`config.mk`:
```
export PLATFORM = sky130hd
export DESIGN_NAME = tocp_timer
export DESIGN_NICKNAME = d
export VERILOG_FILES = /design/src/tocp_pkg.sv /design/src/tocp_timer.sv
export VERILOG_INCLUDE_DIRS = /design/src
export SDC_FILE = /design/constraint.sdc
export NUM_CORES = 1
export LEC_CHECK = 0
export BUFFER_PORTS_ARGS = -buffer_cell sky130_fd_sc_hd__buf_4
export CAP_MARGIN = 10
export CORE_MARGIN = 2
export CORE_UTILIZATION = 63
export DETAILED_ROUTE_END_ITERATION = 6
export PLACE_DENSITY = 0.82
export SLEW_MARGIN = 20
export SYNTH_ARGS = -nofsm -noshare
export SYNTH_HDL_FRONTEND = slang
export SYNTH_SLANG_ARGS = --single-unit
```
`constraint.sdc`:
```
create_clock -name hclk -period 3.7 [get_ports hclk]
set_input_delay 0.74 -clock hclk [delete_from_list [all_inputs] [get_ports hclk]]
set_output_delay 0.74 -clock hclk [all_outputs]
set_load 0.005 [all_outputs]
```
`src/tocp_cfg.svh`:
```
// offsets, field positions, reset values and codes of the timer output block
`ifndef TOCP_CFG_SVH
`define TOCP_CFG_SVH
// register byte offsets (low address byte)
`define TOCP_OFF_CTRL 8'h00
`define TOCP_OFF_PSC 8'h04
`define TOCP_OFF_ARR 8'h08
`define TOCP_OFF_IER 8'h0C
`define TOCP_OFF_DTB 8'h10
`define TOCP_OFF_OEP 8'h14
`define TOCP_OFF_IDLE 8'h18
`define TOCP_OFF_MODE 8'h1C
`define TOCP_OFF_CCR1 8'h20
`define TOCP_OFF_STAT 8'h38
`define TOCP_OFF_CNT 8'h3C
// control word fields
`define TOCP_CTRL_DIR 4
`define TOCP_CTRL_CMS 5
`define TOCP_CTRL_CKD 8
`define TOCP_CTRL_IDIR 10
// group-combine bits in the channel-5 compare word
`define TOCP_GC_LO 29
// reset values
`define TOCP_RST_ARR 32'h0000FFFF
`define TOCP_RST_ZERO 32'h00000000
// output mode codes
`define TOCP_OCM_FROZEN 4'h0
`define TOCP_OCM_SET 4'h1
`define TOCP_OCM_CLR 4'h2
`define TOCP_OCM_TOG 4'h3
`define TOCP_OCM_LOW 4'h4
`define TOCP_OCM_HIGH 4'h5
`define TOCP_OCM_PWM1 4'h6
`define TOCP_OCM_PWM2 4'h7
`define TOCP_OCM_CMB1 4'hC
`define TOCP_OCM_CMB2 4'hD
`define TOCP_OCM_ASY1 4'hE
`define TOCP_OCM_ASY2 4'hF
// dead-time counter width in base ticks
`define TOCP_DT_W 10
`endif

```
`src/tocp_pkg.sv`:
```
// types shared by the timer output block
package tocp_pkg;
  // counter alignment modes, in field order
  typedef enum logic [1:0] {TOCP_EDGE, TOCP_CTR1, TOCP_CTR2, TOCP_CTR3} tocp_cms_t;
  // one channel mode field
  typedef logic [3:0] tocp_mode_t;
endpackage

```
`src/tocp_timer.sv`:
```
// timer output compare and pwm block with ahb-lite register slave
//
// Behaviour
// - sync rise clears counter, loads pending config
// - compare and update flags are single pulses
// - update and channel 1-4 flags gated by their enable bits
// - channel 5 and 6 flags always enabled
// - references derived from counter compare matches
// - frozen, set, clear, toggle on match
// - forced low/high, pwm mode 1 and 2
// - combined and asymmetric modes; 1000-1011 unsupported
// - mode fields take effect at update event
// - group-combine ANDs channels 1-3 with channel 5
// - channel-5 word with combine bits is preloaded
// - no break or clear; main enable always set
// - enable/polarity word acts immediately
// - advanced: 16-bit counter, edge and center modes
// - channels 5 and 6 internal only
// - polarity bit 1 inverts output
// - disabled output shows its idle level
// - enable pair selects main, complementary, both
// - dead time at every rising output edge of channels 1-3 while both outputs of the pair are enabled
// - dead-time length from generator field
// - clock-division sets dead-time base tick
// - general subtype: polarity only, no complementary
// - period, compare, mode and combine words loaded only at update events and sync rises
`timescale 1ns/1ps
`include "tocp_cfg.svh"

module tocp_timer
  import tocp_pkg::*;
#(
  parameter bit ADVANCED = 1'b1,
  parameter int CNT_W = 16
)
(
  input wire logic hclk,
  input wire logic hresetn,
  input wire logic ce,
  input wire logic hsel,
  input wire logic [31:0] haddr,
  input wire logic [1:0] htrans,
  input wire logic hwrite,
  input wire logic [2:0] hsize,
  input wire logic [31:0] hwdata,
  input wire logic hready,
  output logic hreadyout,
  output logic hresp,
  output logic [31:0] hrdata,
  input wire logic sync_in,
  output logic [3:0] main_output,
  output logic [2:0] compl_output,
  output logic [5:0] compare_flag_out,
  output logic update_flag_out
);

  // ==========================================================
  // register state
  logic [31:0] ctrl; // control_word_one
  logic [15:0] psc; // prescaler
  logic [15:0] interrupt_enable; // flag gating
  logic [7:0] dtg; // dead-time generator field
  logic [31:0] oep; // output_enable_polarity_word, not preloaded
  logic [6:0] idle; // idle level per output
  logic [CNT_W-1:0] arr_pend; // pending period
  logic [CNT_W-1:0] arr_act; // active period
  logic [23:0] mode_pend; // pending mode fields
  logic [23:0] mode_act; // active mode fields
  logic [CNT_W-1:0] ccr_pend [0:5]; // pending compare values
  logic [CNT_W-1:0] ccr_act [0:5]; // active compare values
  logic [2:0] gc_pend; // pending group-combine bits
  logic [2:0] gc_act; // active group-combine bits
  logic bus_wr; // data phase of a write pending
  logic [7:0] bus_addr; // latched address
  logic take; // address phase accepted

  // ==========================================================
  // ahb-lite slave
  assign hreadyout = ce; // stall only while frozen
  assign hresp = 1'b0; // always okay
  assign take = ce && hready && hsel && htrans[1];

  // address phase capture
  always_ff @(posedge hclk or negedge hresetn)
  begin
    if (!hresetn)
    begin
      bus_wr <= 1'b0;
      bus_addr <= 8'h00;
    end
    else if (ce && hready)
    begin
      bus_wr <= take && hwrite;
      bus_addr <= haddr[7:0];
    end
  end

  // ==========================================================
  // prescaler and counter
  logic [15:0] psc_cnt; // prescale divider
  logic tick; // counter clock enable
  logic [CNT_W-1:0] cnt; // counter_value
  logic cnt_down; // counting direction
  logic [CNT_W-1:0] next_cnt;
  logic next_down;
  logic wrap; // overflow or underflow on this tick
  logic uev; // update event
  logic sync_q; // previous sync level
  logic sync_rise; // rising edge of sync
  logic load; // move pending config to active
  tocp_cms_t cms;

  assign cms = tocp_cms_t'(ctrl[`TOCP_CTRL_CMS +: 2]);
  assign tick = ce && (psc_cnt >= psc);
  assign sync_rise = sync_in && !sync_q;
  assign uev = tick && wrap;
  assign load = ce && (uev || sync_rise);

  // prescaler divider
  always_ff @(posedge hclk or negedge hresetn)
  begin
    if (!hresetn)
      psc_cnt <= 16'h0000;
    else if (ce)
      psc_cnt <= (psc_cnt >= psc) ? 16'h0000 : psc_cnt + 16'h0001;
  end

  // next counter value, edge and center alignment
  always_comb
  begin
    next_cnt = cnt;
    next_down = cnt_down;
    wrap = 1'b0;
    if (cms == TOCP_EDGE)
    begin
      next_down = ctrl[`TOCP_CTRL_DIR];
      if (!ctrl[`TOCP_CTRL_DIR])
      begin
        wrap = (cnt == arr_act);
        next_cnt = wrap ? '0 : cnt + 1'b1;
      end
      else
      begin
        wrap = (cnt == '0);
        next_cnt = wrap ? arr_act : cnt - 1'b1;
      end
    end
    else if (!cnt_down)
    begin
      wrap = (cnt >= arr_act); // overflow turns round
      next_down = wrap;
      next_cnt = wrap ? cnt - 1'b1 : cnt + 1'b1;
    end
    else
    begin
      wrap = (cnt == '0); // underflow turns round
      next_down = !wrap;
      next_cnt = wrap ? cnt + 1'b1 : cnt - 1'b1;
    end
  end

  // counter register, sync wins over counting
  always_ff @(posedge hclk or negedge hresetn)
  begin
    if (!hresetn)
    begin
      cnt <= '0;
      cnt_down <= 1'b0;
      sync_q <= 1'b0;
    end
    else if (ce)
    begin
      sync_q <= sync_in;
      if (sync_rise)
      begin
        cnt <= '0;
        cnt_down <= ctrl[`TOCP_CTRL_IDIR] && (cms != TOCP_EDGE);
      end
      else if (tick)
      begin
        cnt <= next_cnt;
        cnt_down <= next_down;
      end
    end
  end

  // ==========================================================
  // register writes and preload
  always_ff @(posedge hclk or negedge hresetn)
  begin
    if (!hresetn)
    begin
      ctrl <= `TOCP_RST_ZERO;
      psc <= 16'h0000;
      interrupt_enable <= 16'h0000;
      dtg <= 8'h00;
      oep <= `TOCP_RST_ZERO;
      idle <= 7'h00;
      arr_pend <= CNT_W'(`TOCP_RST_ARR);
      mode_pend <= 24'h000000;
      gc_pend <= 3'h0;
      for (int i = 0; i < 6; i++)
        ccr_pend[i] <= '0;
    end
    else if (ce && bus_wr)
    begin
      unique case (bus_addr)
        `TOCP_OFF_CTRL: ctrl <= hwdata;
        `TOCP_OFF_PSC: psc <= hwdata[15:0];
        `TOCP_OFF_ARR: arr_pend <= hwdata[CNT_W-1:0];
        `TOCP_OFF_IER: interrupt_enable <= hwdata[15:0];
        `TOCP_OFF_DTB: dtg <= hwdata[7:0]; // main enable bit ignored
        `TOCP_OFF_OEP: oep <= hwdata;
        `TOCP_OFF_IDLE: idle <= hwdata[6:0];
        `TOCP_OFF_MODE: mode_pend <= hwdata[23:0];
        default:
        begin
          // compare words occupy six consecutive offsets
          for (int i = 0; i < 6; i++)
            if (bus_addr == `TOCP_OFF_CCR1 + 8'(4 * i))
              ccr_pend[i] <= hwdata[CNT_W-1:0];
          if (bus_addr == `TOCP_OFF_CCR1 + 8'h10)
            gc_pend <= hwdata[`TOCP_GC_LO +: 3];
        end
      endcase
    end
  end

  // active copies change only on update event or sync
  always_ff @(posedge hclk or negedge hresetn)
  begin
    if (!hresetn)
    begin
      arr_act <= CNT_W'(`TOCP_RST_ARR);
      mode_act <= 24'h000000;
      gc_act <= 3'h0;
      for (int i = 0; i < 6; i++)
        ccr_act[i] <= '0;
    end
    else if (load)
    begin
      arr_act <= arr_pend;
      mode_act <= mode_pend;
      gc_act <= gc_pend;
      for (int i = 0; i < 6; i++)
        ccr_act[i] <= ccr_pend[i];
    end
  end

  // ==========================================================
  // compare matches and flag pulses
  logic [5:0] cmp_hit; // match on this tick
  logic dir_ok; // flag allowed in this direction
  logic [5:0] flag_en; // per-channel flag enable

  always_comb
  begin
    unique case (cms)
      TOCP_EDGE: dir_ok = 1'b1;
      TOCP_CTR1: dir_ok = cnt_down;
      TOCP_CTR2: dir_ok = !cnt_down;
      TOCP_CTR3: dir_ok = 1'b1;
    endcase
  end

  assign flag_en = {2'b11, interrupt_enable[4:1]};

  // one-cycle flag pulses
  always_ff @(posedge hclk or negedge hresetn)
  begin
    if (!hresetn)
    begin
      compare_flag_out <= 6'h00;
      update_flag_out <= 1'b0;
    end
    else if (ce)
    begin
      compare_flag_out <= cmp_hit & flag_en;
      update_flag_out <= uev && interrupt_enable[0];
    end
  end

  // ==========================================================
  // output-mode controller, six references
  logic [5:0] ref_lvl; // channel_reference
  logic [5:0] pwm_lvl; // counter below compare value

  for (genvar i = 0; i < 6; i++)
  begin : g_ref
    localparam int P = i ^ 1; // partner channel
    logic ref_q;
    tocp_mode_t md;
    assign md = mode_act[4*i +: 4];
    assign pwm_lvl[i] = (cnt < ccr_act[i]);
    assign cmp_hit[i] = tick && dir_ok && (cnt == ccr_act[i]);
    assign ref_lvl[i] = ref_q;

    // reference update per counter tick
    always_ff @(posedge hclk or negedge hresetn)
    begin
      if (!hresetn)
        ref_q <= 1'b0;
      else if (tick)
      begin
        unique case (md)
          `TOCP_OCM_FROZEN: ref_q <= ref_q;
          `TOCP_OCM_SET: ref_q <= ref_q || cmp_hit[i];
          `TOCP_OCM_CLR: ref_q <= ref_q && !cmp_hit[i];
          `TOCP_OCM_TOG: ref_q <= ref_q ^ cmp_hit[i];
          `TOCP_OCM_LOW: ref_q <= 1'b0;
          `TOCP_OCM_HIGH: ref_q <= 1'b1;
          `TOCP_OCM_PWM1: ref_q <= pwm_lvl[i];
          `TOCP_OCM_PWM2: ref_q <= !pwm_lvl[i];
          `TOCP_OCM_CMB1: ref_q <= pwm_lvl[i] || pwm_lvl[P];
          `TOCP_OCM_CMB2: ref_q <= !pwm_lvl[i] && !pwm_lvl[P];
          `TOCP_OCM_ASY1: ref_q <= cnt_down ? (cnt < ccr_act[P]) : pwm_lvl[i];
          `TOCP_OCM_ASY2: ref_q <= cnt_down ? (cnt >= ccr_act[P]) : !pwm_lvl[i];
          default: ref_q <= ref_q; // unsupported codes hold
        endcase
      end
    end
  end

  // gated references, channels 5 and 6 stay internal
  logic [3:0] gref; // gated_channel_reference
  for (genvar i = 0; i < 3; i++)
  begin : g_gate
    assign gref[i] = ref_lvl[i] && !(ADVANCED && gc_act[i] && !ref_lvl[4]);
  end
  assign gref[3] = ref_lvl[3];

  // ==========================================================
  // dead-time length in counter ticks
  logic [1:0] ckd_sh; // deadtime_base_tick as a shift of counter ticks
  logic [`TOCP_DT_W-1:0] dt_len; // dead time in base ticks
  logic [`TOCP_DT_W+1:0] dt_ticks; // dead time in counter ticks
  logic [7:0] g; // generator alias

  assign g = dtg;
  // clock division 00 = 1, 01 = 2, 10 = 4 counter ticks; 11 acts as 4
  assign ckd_sh = ctrl[`TOCP_CTRL_CKD + 1] ? 2'h2 : {1'b0, ctrl[`TOCP_CTRL_CKD]};
  // whole counter ticks keep the length exact, free of any divider phase
  assign dt_ticks = {2'b00, dt_len} << ckd_sh;

  // generator decode
  always_comb
  begin
    if (!g[7])
      dt_len = {2'b00, g};
    else if (!g[6])
      dt_len = {2'b00, 1'b1, g[5:0], 1'b0};
    else if (!g[5])
      dt_len = {1'b0, 1'b1, g[4:0], 3'b000};
    else
      dt_len = {1'b1, g[4:0], 4'b0000};
  end

  // ==========================================================
  // output stages
  logic [`TOCP_DT_W+1:0] dt_cnt [0:2]; // remaining dead time in counter ticks
  logic [2:0] ref_d; // reference behind dead time
  logic [2:0] pair_on; // both outputs of pair enabled

  for (genvar i = 0; i < 3; i++)
  begin : g_dt
    assign pair_on[i] = oep[4*i] && oep[4*i+2];

    // restart dead time on each reference edge
    always_ff @(posedge hclk or negedge hresetn)
    begin
      if (!hresetn)
      begin
        ref_d[i] <= 1'b0;
        dt_cnt[i] <= '0;
      end
      else if (ce)
      begin
        if (gref[i] != ref_d[i])
        begin
          ref_d[i] <= gref[i];
          dt_cnt[i] <= dt_ticks;
        end
        else if (tick && dt_cnt[i] != '0)
          dt_cnt[i] <= dt_cnt[i] - 1'b1;
      end
    end

    // main and complementary output of channels 1 to 3
    always_ff @(posedge hclk or negedge hresetn)
    begin
      if (!hresetn)
      begin
        main_output[i] <= 1'b0;
        compl_output[i] <= 1'b0;
      end
      else if (ce)
      begin
        if (!oep[4*i])
          main_output[i] <= idle[2*i];
        else if (ADVANCED && pair_on[i])
          main_output[i] <= (ref_d[i] && dt_cnt[i] == '0) ^ oep[4*i+1];
        else
          main_output[i] <= gref[i] ^ oep[4*i+1];
        if (!ADVANCED || !oep[4*i+2])
          compl_output[i] <= idle[2*i+1];
        else if (pair_on[i])
          compl_output[i] <= (!ref_d[i] && dt_cnt[i] == '0) ^ oep[4*i+3];
        else
          compl_output[i] <= gref[i] ^ oep[4*i+3];
      end
    end
  end

  // channel 4, main output only
  always_ff @(posedge hclk or negedge hresetn)
  begin
    if (!hresetn)
      main_output[3] <= 1'b0;
    else if (ce)
      main_output[3] <= oep[12] ? (gref[3] ^ oep[13]) : idle[6];
  end

  // ==========================================================
  // read data, taken in the address phase
  always_ff @(posedge hclk or negedge hresetn)
  begin
    if (!hresetn)
      hrdata <= 32'h00000000;
    else if (take && !hwrite)
    begin
      hrdata <= 32'h00000000;
      unique case (haddr[7:0])
        `TOCP_OFF_CTRL: hrdata <= ctrl;
        `TOCP_OFF_PSC: hrdata <= {16'h0000, psc};
        `TOCP_OFF_ARR: hrdata <= 32'(arr_pend);
        `TOCP_OFF_IER: hrdata <= {16'h0000, interrupt_enable};
        `TOCP_OFF_DTB: hrdata <= {24'h000000, dtg};
        `TOCP_OFF_OEP: hrdata <= oep;
        `TOCP_OFF_IDLE: hrdata <= {25'h0000000, idle};
        `TOCP_OFF_MODE: hrdata <= {8'h00, mode_pend};
        `TOCP_OFF_STAT: hrdata <= {23'h000000, cnt_down, 2'b00, ref_lvl};
        `TOCP_OFF_CNT: hrdata <= 32'(cnt);
        default:
        begin
          for (int i = 0; i < 6; i++)
            if (haddr[7:0] == `TOCP_OFF_CCR1 + 8'(4 * i))
              hrdata <= 32'(ccr_pend[i]);
          if (haddr[7:0] == `TOCP_OFF_CCR1 + 8'h10)
            hrdata[`TOCP_GC_LO +: 3] <= gc_pend;
        end
      endcase
    end
  end
endmodule

```
# --- After elaboration in Yosys (flattened, before gate mapping) ---
# Cells that the tools add are included.
word_totals:
  inputBits: 76
  reg_bits: 523
  wordCells: 397
  out_inout_bits: 48
op_classes:
  shifts: 1
  n_reduce_logical: 129
  bitwise_logic: 21
  eq_ne: 107
  muxes: 67
  n_addsub: 6
  magnitude_cmp: 14
op_table:
  columns: ["operator", "count"]
  rows:
  - ["32-bit case mux with 10 select lines", 1]
  - ["16-bit 2-to-1 mux", 11]
  - ["32-bit 2-to-1 mux", 5]
  - ["16-bit greater-or-equal comparator", 8]
  - ["16-bit equality test", 7]
  - ["8-bit by 6-bit equality test with 1-bit output, second input constant", 14]
  - ["4-bit by 3-bit equality test with 1-bit output, second input constant", 24]
  - ["4-bit equality test, second input constant", 24]
  - ["16-bit < comparator", 6]
  - ["12-bit 2-to-1 mux", 6]
  - ["1-bit case mux with 11 select lines", 6]
  - ["11-bit nonzero test", 6]
  - ["8-bit by 5-bit equality test with 1-bit output, second input constant", 8]
  - ["4-bit by 2-bit equality test with 1-bit output, second input constant", 12]
  - ["1-bit logical AND", 46]
  - ["2-bit AND reduction", 21]
  - ["12-bit zero test", 3]
  - ["12-bit nonzero test", 3]
  - ["12-bit by 1-bit subtractor with 12-bit output, second input constant", 3]
  - ["16-bit by 1-bit adder with 16-bit output, second input constant", 2]
  - ["8-bit by 4-bit equality test with 1-bit output, second input constant", 4]
  - ["1-bit 2-to-1 mux", 32]
  - ["10-bit 2-to-1 mux", 3]
  - ["4-bit by 1-bit equality test with 1-bit output, second input constant", 6]
  - ["other kinds (21)", 84]

# --- Logic depth before layout (Yosys ltp) ---
logic_depth:
  ltp_word: 9
  depth_mapped: 18
  mapped_depth_nobuf: 17

# --- Worst setup path before layout ---
# Ideal clock, no wire load.
synth_timing:
  kind: "reg2reg"
  startpoint: "reg psc_cnt[5]"
  endpoint: "reg g_ref[1].ref_q"
  n_path_buf: 1
  arrival_ps: 3051
  path_stages_with_launch: 17
  setup_ps: 127
  t_required_ps: 3573
  period_less_slack_ps: 3178
  path_slack_ps: 522
  path_cell_list: "dfrtp_1 ha_1 a211o_1 a211oi_1 o21ai_1 a311o_1 buf_2 nand2_1 nor2_1 nand2_1 ha_1 inv_1 mux2i_1 mux2_2 o211ai_1 a2bb2oi_1 o31ai_1"
synth_between:
  elab_chain_len: 7
  elab_cells_between_ends: 10
  classes_between: "1 x order compare; 1 x mux; 1 x bitwise; 7 x reduce/logical"
synth_lines:
  columns: ["element", "line_no", "text"]
  rows:
  - ["start: declaration", "tocp_timer.sv:100", "logic [15:0] psc_cnt;"]
  - ["start signal: assignment", "tocp_timer.sv:125", "psc_cnt <= (psc_cnt >= psc) ? 16'h0000 : psc_cnt + 16'h0001;"]
  - ["16-bit greater-or-equal comparator (*)", "tocp_timer.sv:114", "assign tick = ce && (psc_cnt >= psc);"]
  - ["1-bit logical AND (*)", "tocp_timer.sv:114", null]
  - ["1-bit logical AND (2 in series)", "tocp_timer.sv:295", "assign cmp_hit[i] = tick && dir_ok && (cnt == ccr_act[i]);"]
  - ["1-bit zero test", "tocp_timer.sv:308", "`TOCP_OCM_CLR: ref_q <= ref_q && !cmp_hit[i];"]
  - ["1-bit logical AND", "tocp_timer.sv:308", null]
  - ["1-bit case mux with 11 select lines", "tocp_timer.sv:305", "unique case (md)"]
  - ["end signal: assignment", "tocp_timer.sv:306", "`TOCP_OCM_FROZEN: ref_q <= ref_q;"]
  - ["end signal: assignment", "tocp_timer.sv:308", null]
  - ["end signal: assignment", "tocp_timer.sv:309", "`TOCP_OCM_TOG: ref_q <= ref_q ^ cmp_hit[i];"]
  - ["end: declaration", "tocp_timer.sv:291", "logic ref_q;"]
# Every way passes the cells marked *; elsewhere a longest branch is shown, timed or not.
# A chain may end at the register's enable or synchronous reset.

# --- Worst setup path in the final report ---
layout_timing:
  startpoint: "reg cnt[5]"
  endpoint: "reg ccr_act[29] (netlist bit)"
layout_between:
  elab_chain_len: 6
  elab_cells_between_ends: 9
  classes_between: "1 x order compare; 1 x eq/ne; 3 x mux; 4 x reduce/logical"
layout_lines:
  columns: ["element", "line_no", "text"]
  rows:
  - ["start: declaration", "tocp_timer.sv:102", "logic [CNT_W-1:0] cnt;"]
  - ["start signal: assignment", "tocp_timer.sv:181", "cnt <= next_cnt;"]
  - ["16-bit greater-or-equal comparator (tied with other cells)", "tocp_timer.sv:150", "wrap = (cnt >= arr_act);"]
  - ["1-bit 2-to-1 mux, on equally long branches", "tocp_timer.sv:148, tocp_timer.sv:137", null]
  - ["1-bit 2-to-1 mux (*)", "tocp_timer.sv:134", "if (cms == TOCP_EDGE)"]
  - ["1-bit logical AND (*)", "tocp_timer.sv:116", "assign uev = tick && wrap;"]
  - ["1-bit logical OR (*)", "tocp_timer.sv:117", "assign load = ce && (uev || sync_rise);"]
  - ["1-bit logical AND (*)", "tocp_timer.sv:117", null]
  - ["end signal: indexed assignment", "tocp_timer.sv:246", "ccr_act[i] <= ccr_pend[i];"]
  - ["end: declaration", "tocp_timer.sv:70", "logic [CNT_W-1:0] ccr_act [0:5];"]
# Marks and branches as above.

==> qor.yml <==
yosys:
  synth.cell_area_sq_um: 28440
  synth_seq_area_share: 0.4617
  netlist.area_leader.share: 0.4321
  synthesized_area_fraction_occupied_by_adder_cells: 0.06600
  yosys_warnings: 0
  net_count_after_synthesis: 2809
  synth.mux.area_fraction: 0.1883
  synthCells: 2583
  synth_cell_types: 78
  synth.ff_latch_count: 523
  post_synth_main_area_contributors: "sky130_fd_sc_hd__dfrtp_1, sky130_fd_sc_hd__mux2_2, sky130_fd_sc_hd__ha_1, sky130_fd_sc_hd__mux2_4, sky130_fd_sc_hd__dfstp_2"
  async_set_or_reset_register_ratio_after_synthesis: 1.000
  synthXorXnorAreaFrac: 0.01263
  syn_avg_cell_area_sq_um: 11.01
  number_of_synthesized_flops_with_an_enable_pin: 0
  yosys.area_share.simple: 0.09927
  compound_gate_fraction_of_synth_area: 0.1269
  yosys_most_used_dff: "sky130_fd_sc_hd__dfrtp_1"
  synth_top_cell_by_area: "sky130_fd_sc_hd__dfrtp_1"
  synth_top_family_by_area: "multiplexers"
clock_network:
  clock-sinks: 523
  cts_max_level: 2
  tritoncts.num_buffers: 53
  max-clock-path-buffers: 3
  cts_root_cell: "sky130_fd_sc_hd__clkbuf_16"
  worst_skew_pair.late_latency_ps: 620
  cts_tree: "yes"
  worst_setup_hold_path_clk_slew_ps: 60
placed_design:
  detailed_place_hpwl_um: 60670
  gpl.final_weighted_congestion: 0.9968
  port_buffers: 94
sta:
  hold-worst-slack_ps: 148.5
  slew_violations: 0
  tightest_slew_ps: 915.3
  finalCriticalPeriod_ps: 3556
  timing.final.crit_share: 0.9612
  clock-skew-final_ps: 23.95
  setup_repair_after_global_routing_missed_its_margin: "false"
  setup_viol: 0
  highest_clock_rate_mhz: 281.2
  timing.setup.tns_ps: 0
  max-slew-margin-rel: 0.3885
  final_hold_viol_count: 0
setup_path:
  timing.setup.critical_path_class: "flop to flop"
  critical_path_arrival_ps: 4060
  worstSetupEndpointType: "flop"
  worst-path-max-fanout: 45
  timing.critical_path.from_type: "flop"
  critPathRequiredTime_ps: 4200
pwr:
  sequentialPowerShare: 0.383
  total_switching_power_uw: 6075
  netSwitchingFraction: 0.3418
  worst_ir_drop_vdd_mv: 0.4522
  part_of_the_total_power_dissipated_in_the_clock_network: 0.318
  power.leakage_uw: 0.01520
  power_density_nw_per_um2: 553.0
  power.combinational.fraction: 0.299
  power_report.internal_total_uw: 11700
floorplanning:
  floorplan.die_area_sq_um: 46850
  rows: 77
  fp.coreArea_sq_um: 44410
  fp.dieW_um: 216.5
  die_y_um: 216.5
  boundaryPins: 124
  floorplan.initialDensity: 0.6403
global_route:
  vias_in_the_first_global_route: 22780
  number_of_antenna_violations_at_the_first_check_in_global_routing: 3
  grt_first_pass_wirelength_um: 133400
  gr-usage-all-layers: 0.3718
  global_route.overflow_total: 0
  grt_max_degree: 98
detailed_routing:
  drt_iter0_markers: 3040
  detailroute.via_count: 22660
  detail_route.wl_per_cell_um: 25.88
  detail_route.drc_violations: 0
  drtPass1Iterations: 7
  avgViaCountPerCell: 6.772
  drt-total-wl_um: 86600
  route.antenna.remaining_nets: 0
layout:
  layout.core_utilization: 0.7237
  area_growth_syn_to_layout_pct: 13.04
  finish.net_count: 2937
  antenna_cells_inserted: 0
  share_of_final_layout_standard_cells_stronger_than_drive_strength_1: 0.2763
worst_hold_path:
  worstHoldPathType: "input port to async pin"
job:
  timing.max_cap.violations: 0
outcome:
  outcome: "finished clean"
==> cell usage after synthesis (11+ instances only) <==
master                     count
sky130_fd_sc_hd__nand3b_1     11
sky130_fd_sc_hd__nor3_1       25
sky130_fd_sc_hd__mux2_2      293
sky130_fd_sc_hd__dfstp_2      32
sky130_fd_sc_hd__nor4_1       12
sky130_fd_sc_hd__nand3_1      71
sky130_fd_sc_hd__a22o_1       35
sky130_fd_sc_hd__a21o_1       18
sky130_fd_sc_hd__nand2_1     176
sky130_fd_sc_hd__or3_1        21
sky130_fd_sc_hd__clkbuf_1    106
sky130_fd_sc_hd__mux2i_1      38
sky130_fd_sc_hd__buf_6        13
sky130_fd_sc_hd__inv_1       175
sky130_fd_sc_hd__xor2_1       18
sky130_fd_sc_hd__a211oi_1     11
sky130_fd_sc_hd__a221oi_1     32
sky130_fd_sc_hd__mux2_4      110
sky130_fd_sc_hd__a222oi_1     20
sky130_fd_sc_hd__a32o_1       11
sky130_fd_sc_hd__nand4_1      31
sky130_fd_sc_hd__a31oi_1      20
sky130_fd_sc_hd__ha_1        150
sky130_fd_sc_hd__dfrtp_1     491
sky130_fd_sc_hd__nor2_1      154
sky130_fd_sc_hd__and3_1       12
sky130_fd_sc_hd__o211ai_1     11
sky130_fd_sc_hd__a22oi_1      56
sky130_fd_sc_hd__o21ai_0     102
sky130_fd_sc_hd__nor2b_1      14
sky130_fd_sc_hd__a21oi_1     117
sky130_fd_sc_hd__xnor2_1      23
sky130_fd_sc_hd__o22ai_1      14
sky130_fd_sc_hd__nand2b_1     19
==> routing by layer <==
| layer | share of wire | up-vias | global-route usage |
|---|---|---|---|
| met5 | 0.00028 | - | 0 |
| met1 | 0.38 | 11250 | 0.4896 |
| met3 | 0.097 | 400 | 0.07453 |
| met4 | 0.068 | 4 | 0.2043 |
| met2 | 0.45 | 1326 | 0.5812 |
| li1 | - | 9681 | - |
==> metrics by stage <==
stage / std cells / area [sq um] / setup WS, ps / power, uW
after floorplan: 2583 / 28440 / 522.4 / 10000
after global placement: 3248 / 30300 / 92.77 / 11680
after detailed placement: 3248 / 30300 / -34.72 / 11950
after CTS: 3346 / 32120 / 48.96 / 17590
after global routing: 3346 / 32140 / 26.12 / 18480
final: 3346 / 32140 / 143.7 / 17770
==> state kept, by name (all words and copies together), names as in the netlist, 24 cells and up <==
name       cells
oep           32
dt_cnt        36
mode_act      24
ccr_act       96
mode_pend     24
hrdata        32
ctrl          32
ccr_pend      96
==> power by group through the flow <==
stage / Clock, uW / Combinational [uW] / Sequential (uW)
3_5_place_dp: 0 / 5080 / 6870
5_1_grt: 5880 / 5740 / 6860
4_1_cts: 5660 / 5150 / 6780
3_3_place_gp: 0 / 4840 / 6840
2_1_floorplan: 0 / 3310 / 6700
6_report: 5650 / 5310 / 6810
==> layout make-up <==
type,count,area [sq um]
flip-flops and latches,523,13130
multi-input cells,1748,14100
clock inverters,19,235.2
well taps,592,740.7
repair buffers,210,1709
inverters,175,656.9
clock buffers,79,1577
fillers,2992,12270
==> worst paths after layout <==
kind	from	end	slack, ps	cells past startpoint
max	cnt[5]	ccr_act[29]	140	10
min	hresetn	ccr_pend[68]	150	1
max reg2reg	cnt[5]	ccr_act[29]	140	10
min reg2reg	hrdata[0]	hrdata[0]	490	2
max in group asynchronous	hresetn	oep[23]	2490	2
min in group hclk	hwdata[24]	ctrl[24]	370	2
==> kinds of logic after synthesis <==
family / count (synthesis)
compound gates: 525
xor+xnor: 41
fa+ha+maj: 150
buf+inv: 312
flops: 523
mux: 443
other cells: 1
simple gates: 588
==> placed cells by master, fill, tap and decap left out, types with 18 or more instances in the layout <==
cell,netlist,final
sky130_fd_sc_hd__dfrtp_1,491,491
sky130_fd_sc_hd__mux2_2,293,293
sky130_fd_sc_hd__buf_4,2,199
sky130_fd_sc_hd__inv_1,175,175
sky130_fd_sc_hd__nand2_1,176,174
sky130_fd_sc_hd__ha_1,150,150
sky130_fd_sc_hd__nor2_1,154,147
sky130_fd_sc_hd__a21oi_1,117,117
sky130_fd_sc_hd__mux2_4,110,110
sky130_fd_sc_hd__o21ai_0,102,101
sky130_fd_sc_hd__nand3_1,71,70
sky130_fd_sc_hd__a22oi_1,56,56
sky130_fd_sc_hd__clkbuf_16,0,55
sky130_fd_sc_hd__mux2i_1,38,38
sky130_fd_sc_hd__a22o_1,35,35
sky130_fd_sc_hd__a221oi_1,32,32
sky130_fd_sc_hd__dfstp_2,32,32
sky130_fd_sc_hd__nand4_1,31,31
sky130_fd_sc_hd__nor3_1,25,24
sky130_fd_sc_hd__xnor2_1,23,23
sky130_fd_sc_hd__or3_1,21,21
sky130_fd_sc_hd__a31oi_1,20,20
sky130_fd_sc_hd__a222oi_1,20,20
sky130_fd_sc_hd__nand2b_1,19,19
sky130_fd_sc_hd__a21o_1,18,18
sky130_fd_sc_hd__xor2_1,18,18
==> critical path: stages (launching register included) <==
cell                       delay, ps
sky130_fd_sc_hd__dfrtp_1         630
sky130_fd_sc_hd__ha_1            440
sky130_fd_sc_hd__nand2_1         100
sky130_fd_sc_hd__nor4_4          380
sky130_fd_sc_hd__or4b_1          540
sky130_fd_sc_hd__nand4b_2        180
sky130_fd_sc_hd__a22oi_2         100
sky130_fd_sc_hd__o21ai_2         230
sky130_fd_sc_hd__nand2_8         170
sky130_fd_sc_hd__buf_12          260
sky130_fd_sc_hd__mux2_4          340
==> what timing repair did <==
action                                  in CTS  in global routing
pin swaps                                    0                  1
gates resized for setup                      1                  4
hold buffers                                 0                  0
buffers inserted                             0                  0
endpoints found under the setup margin       2                116
No activity file was read; power rests on OpenSTA's default activity.
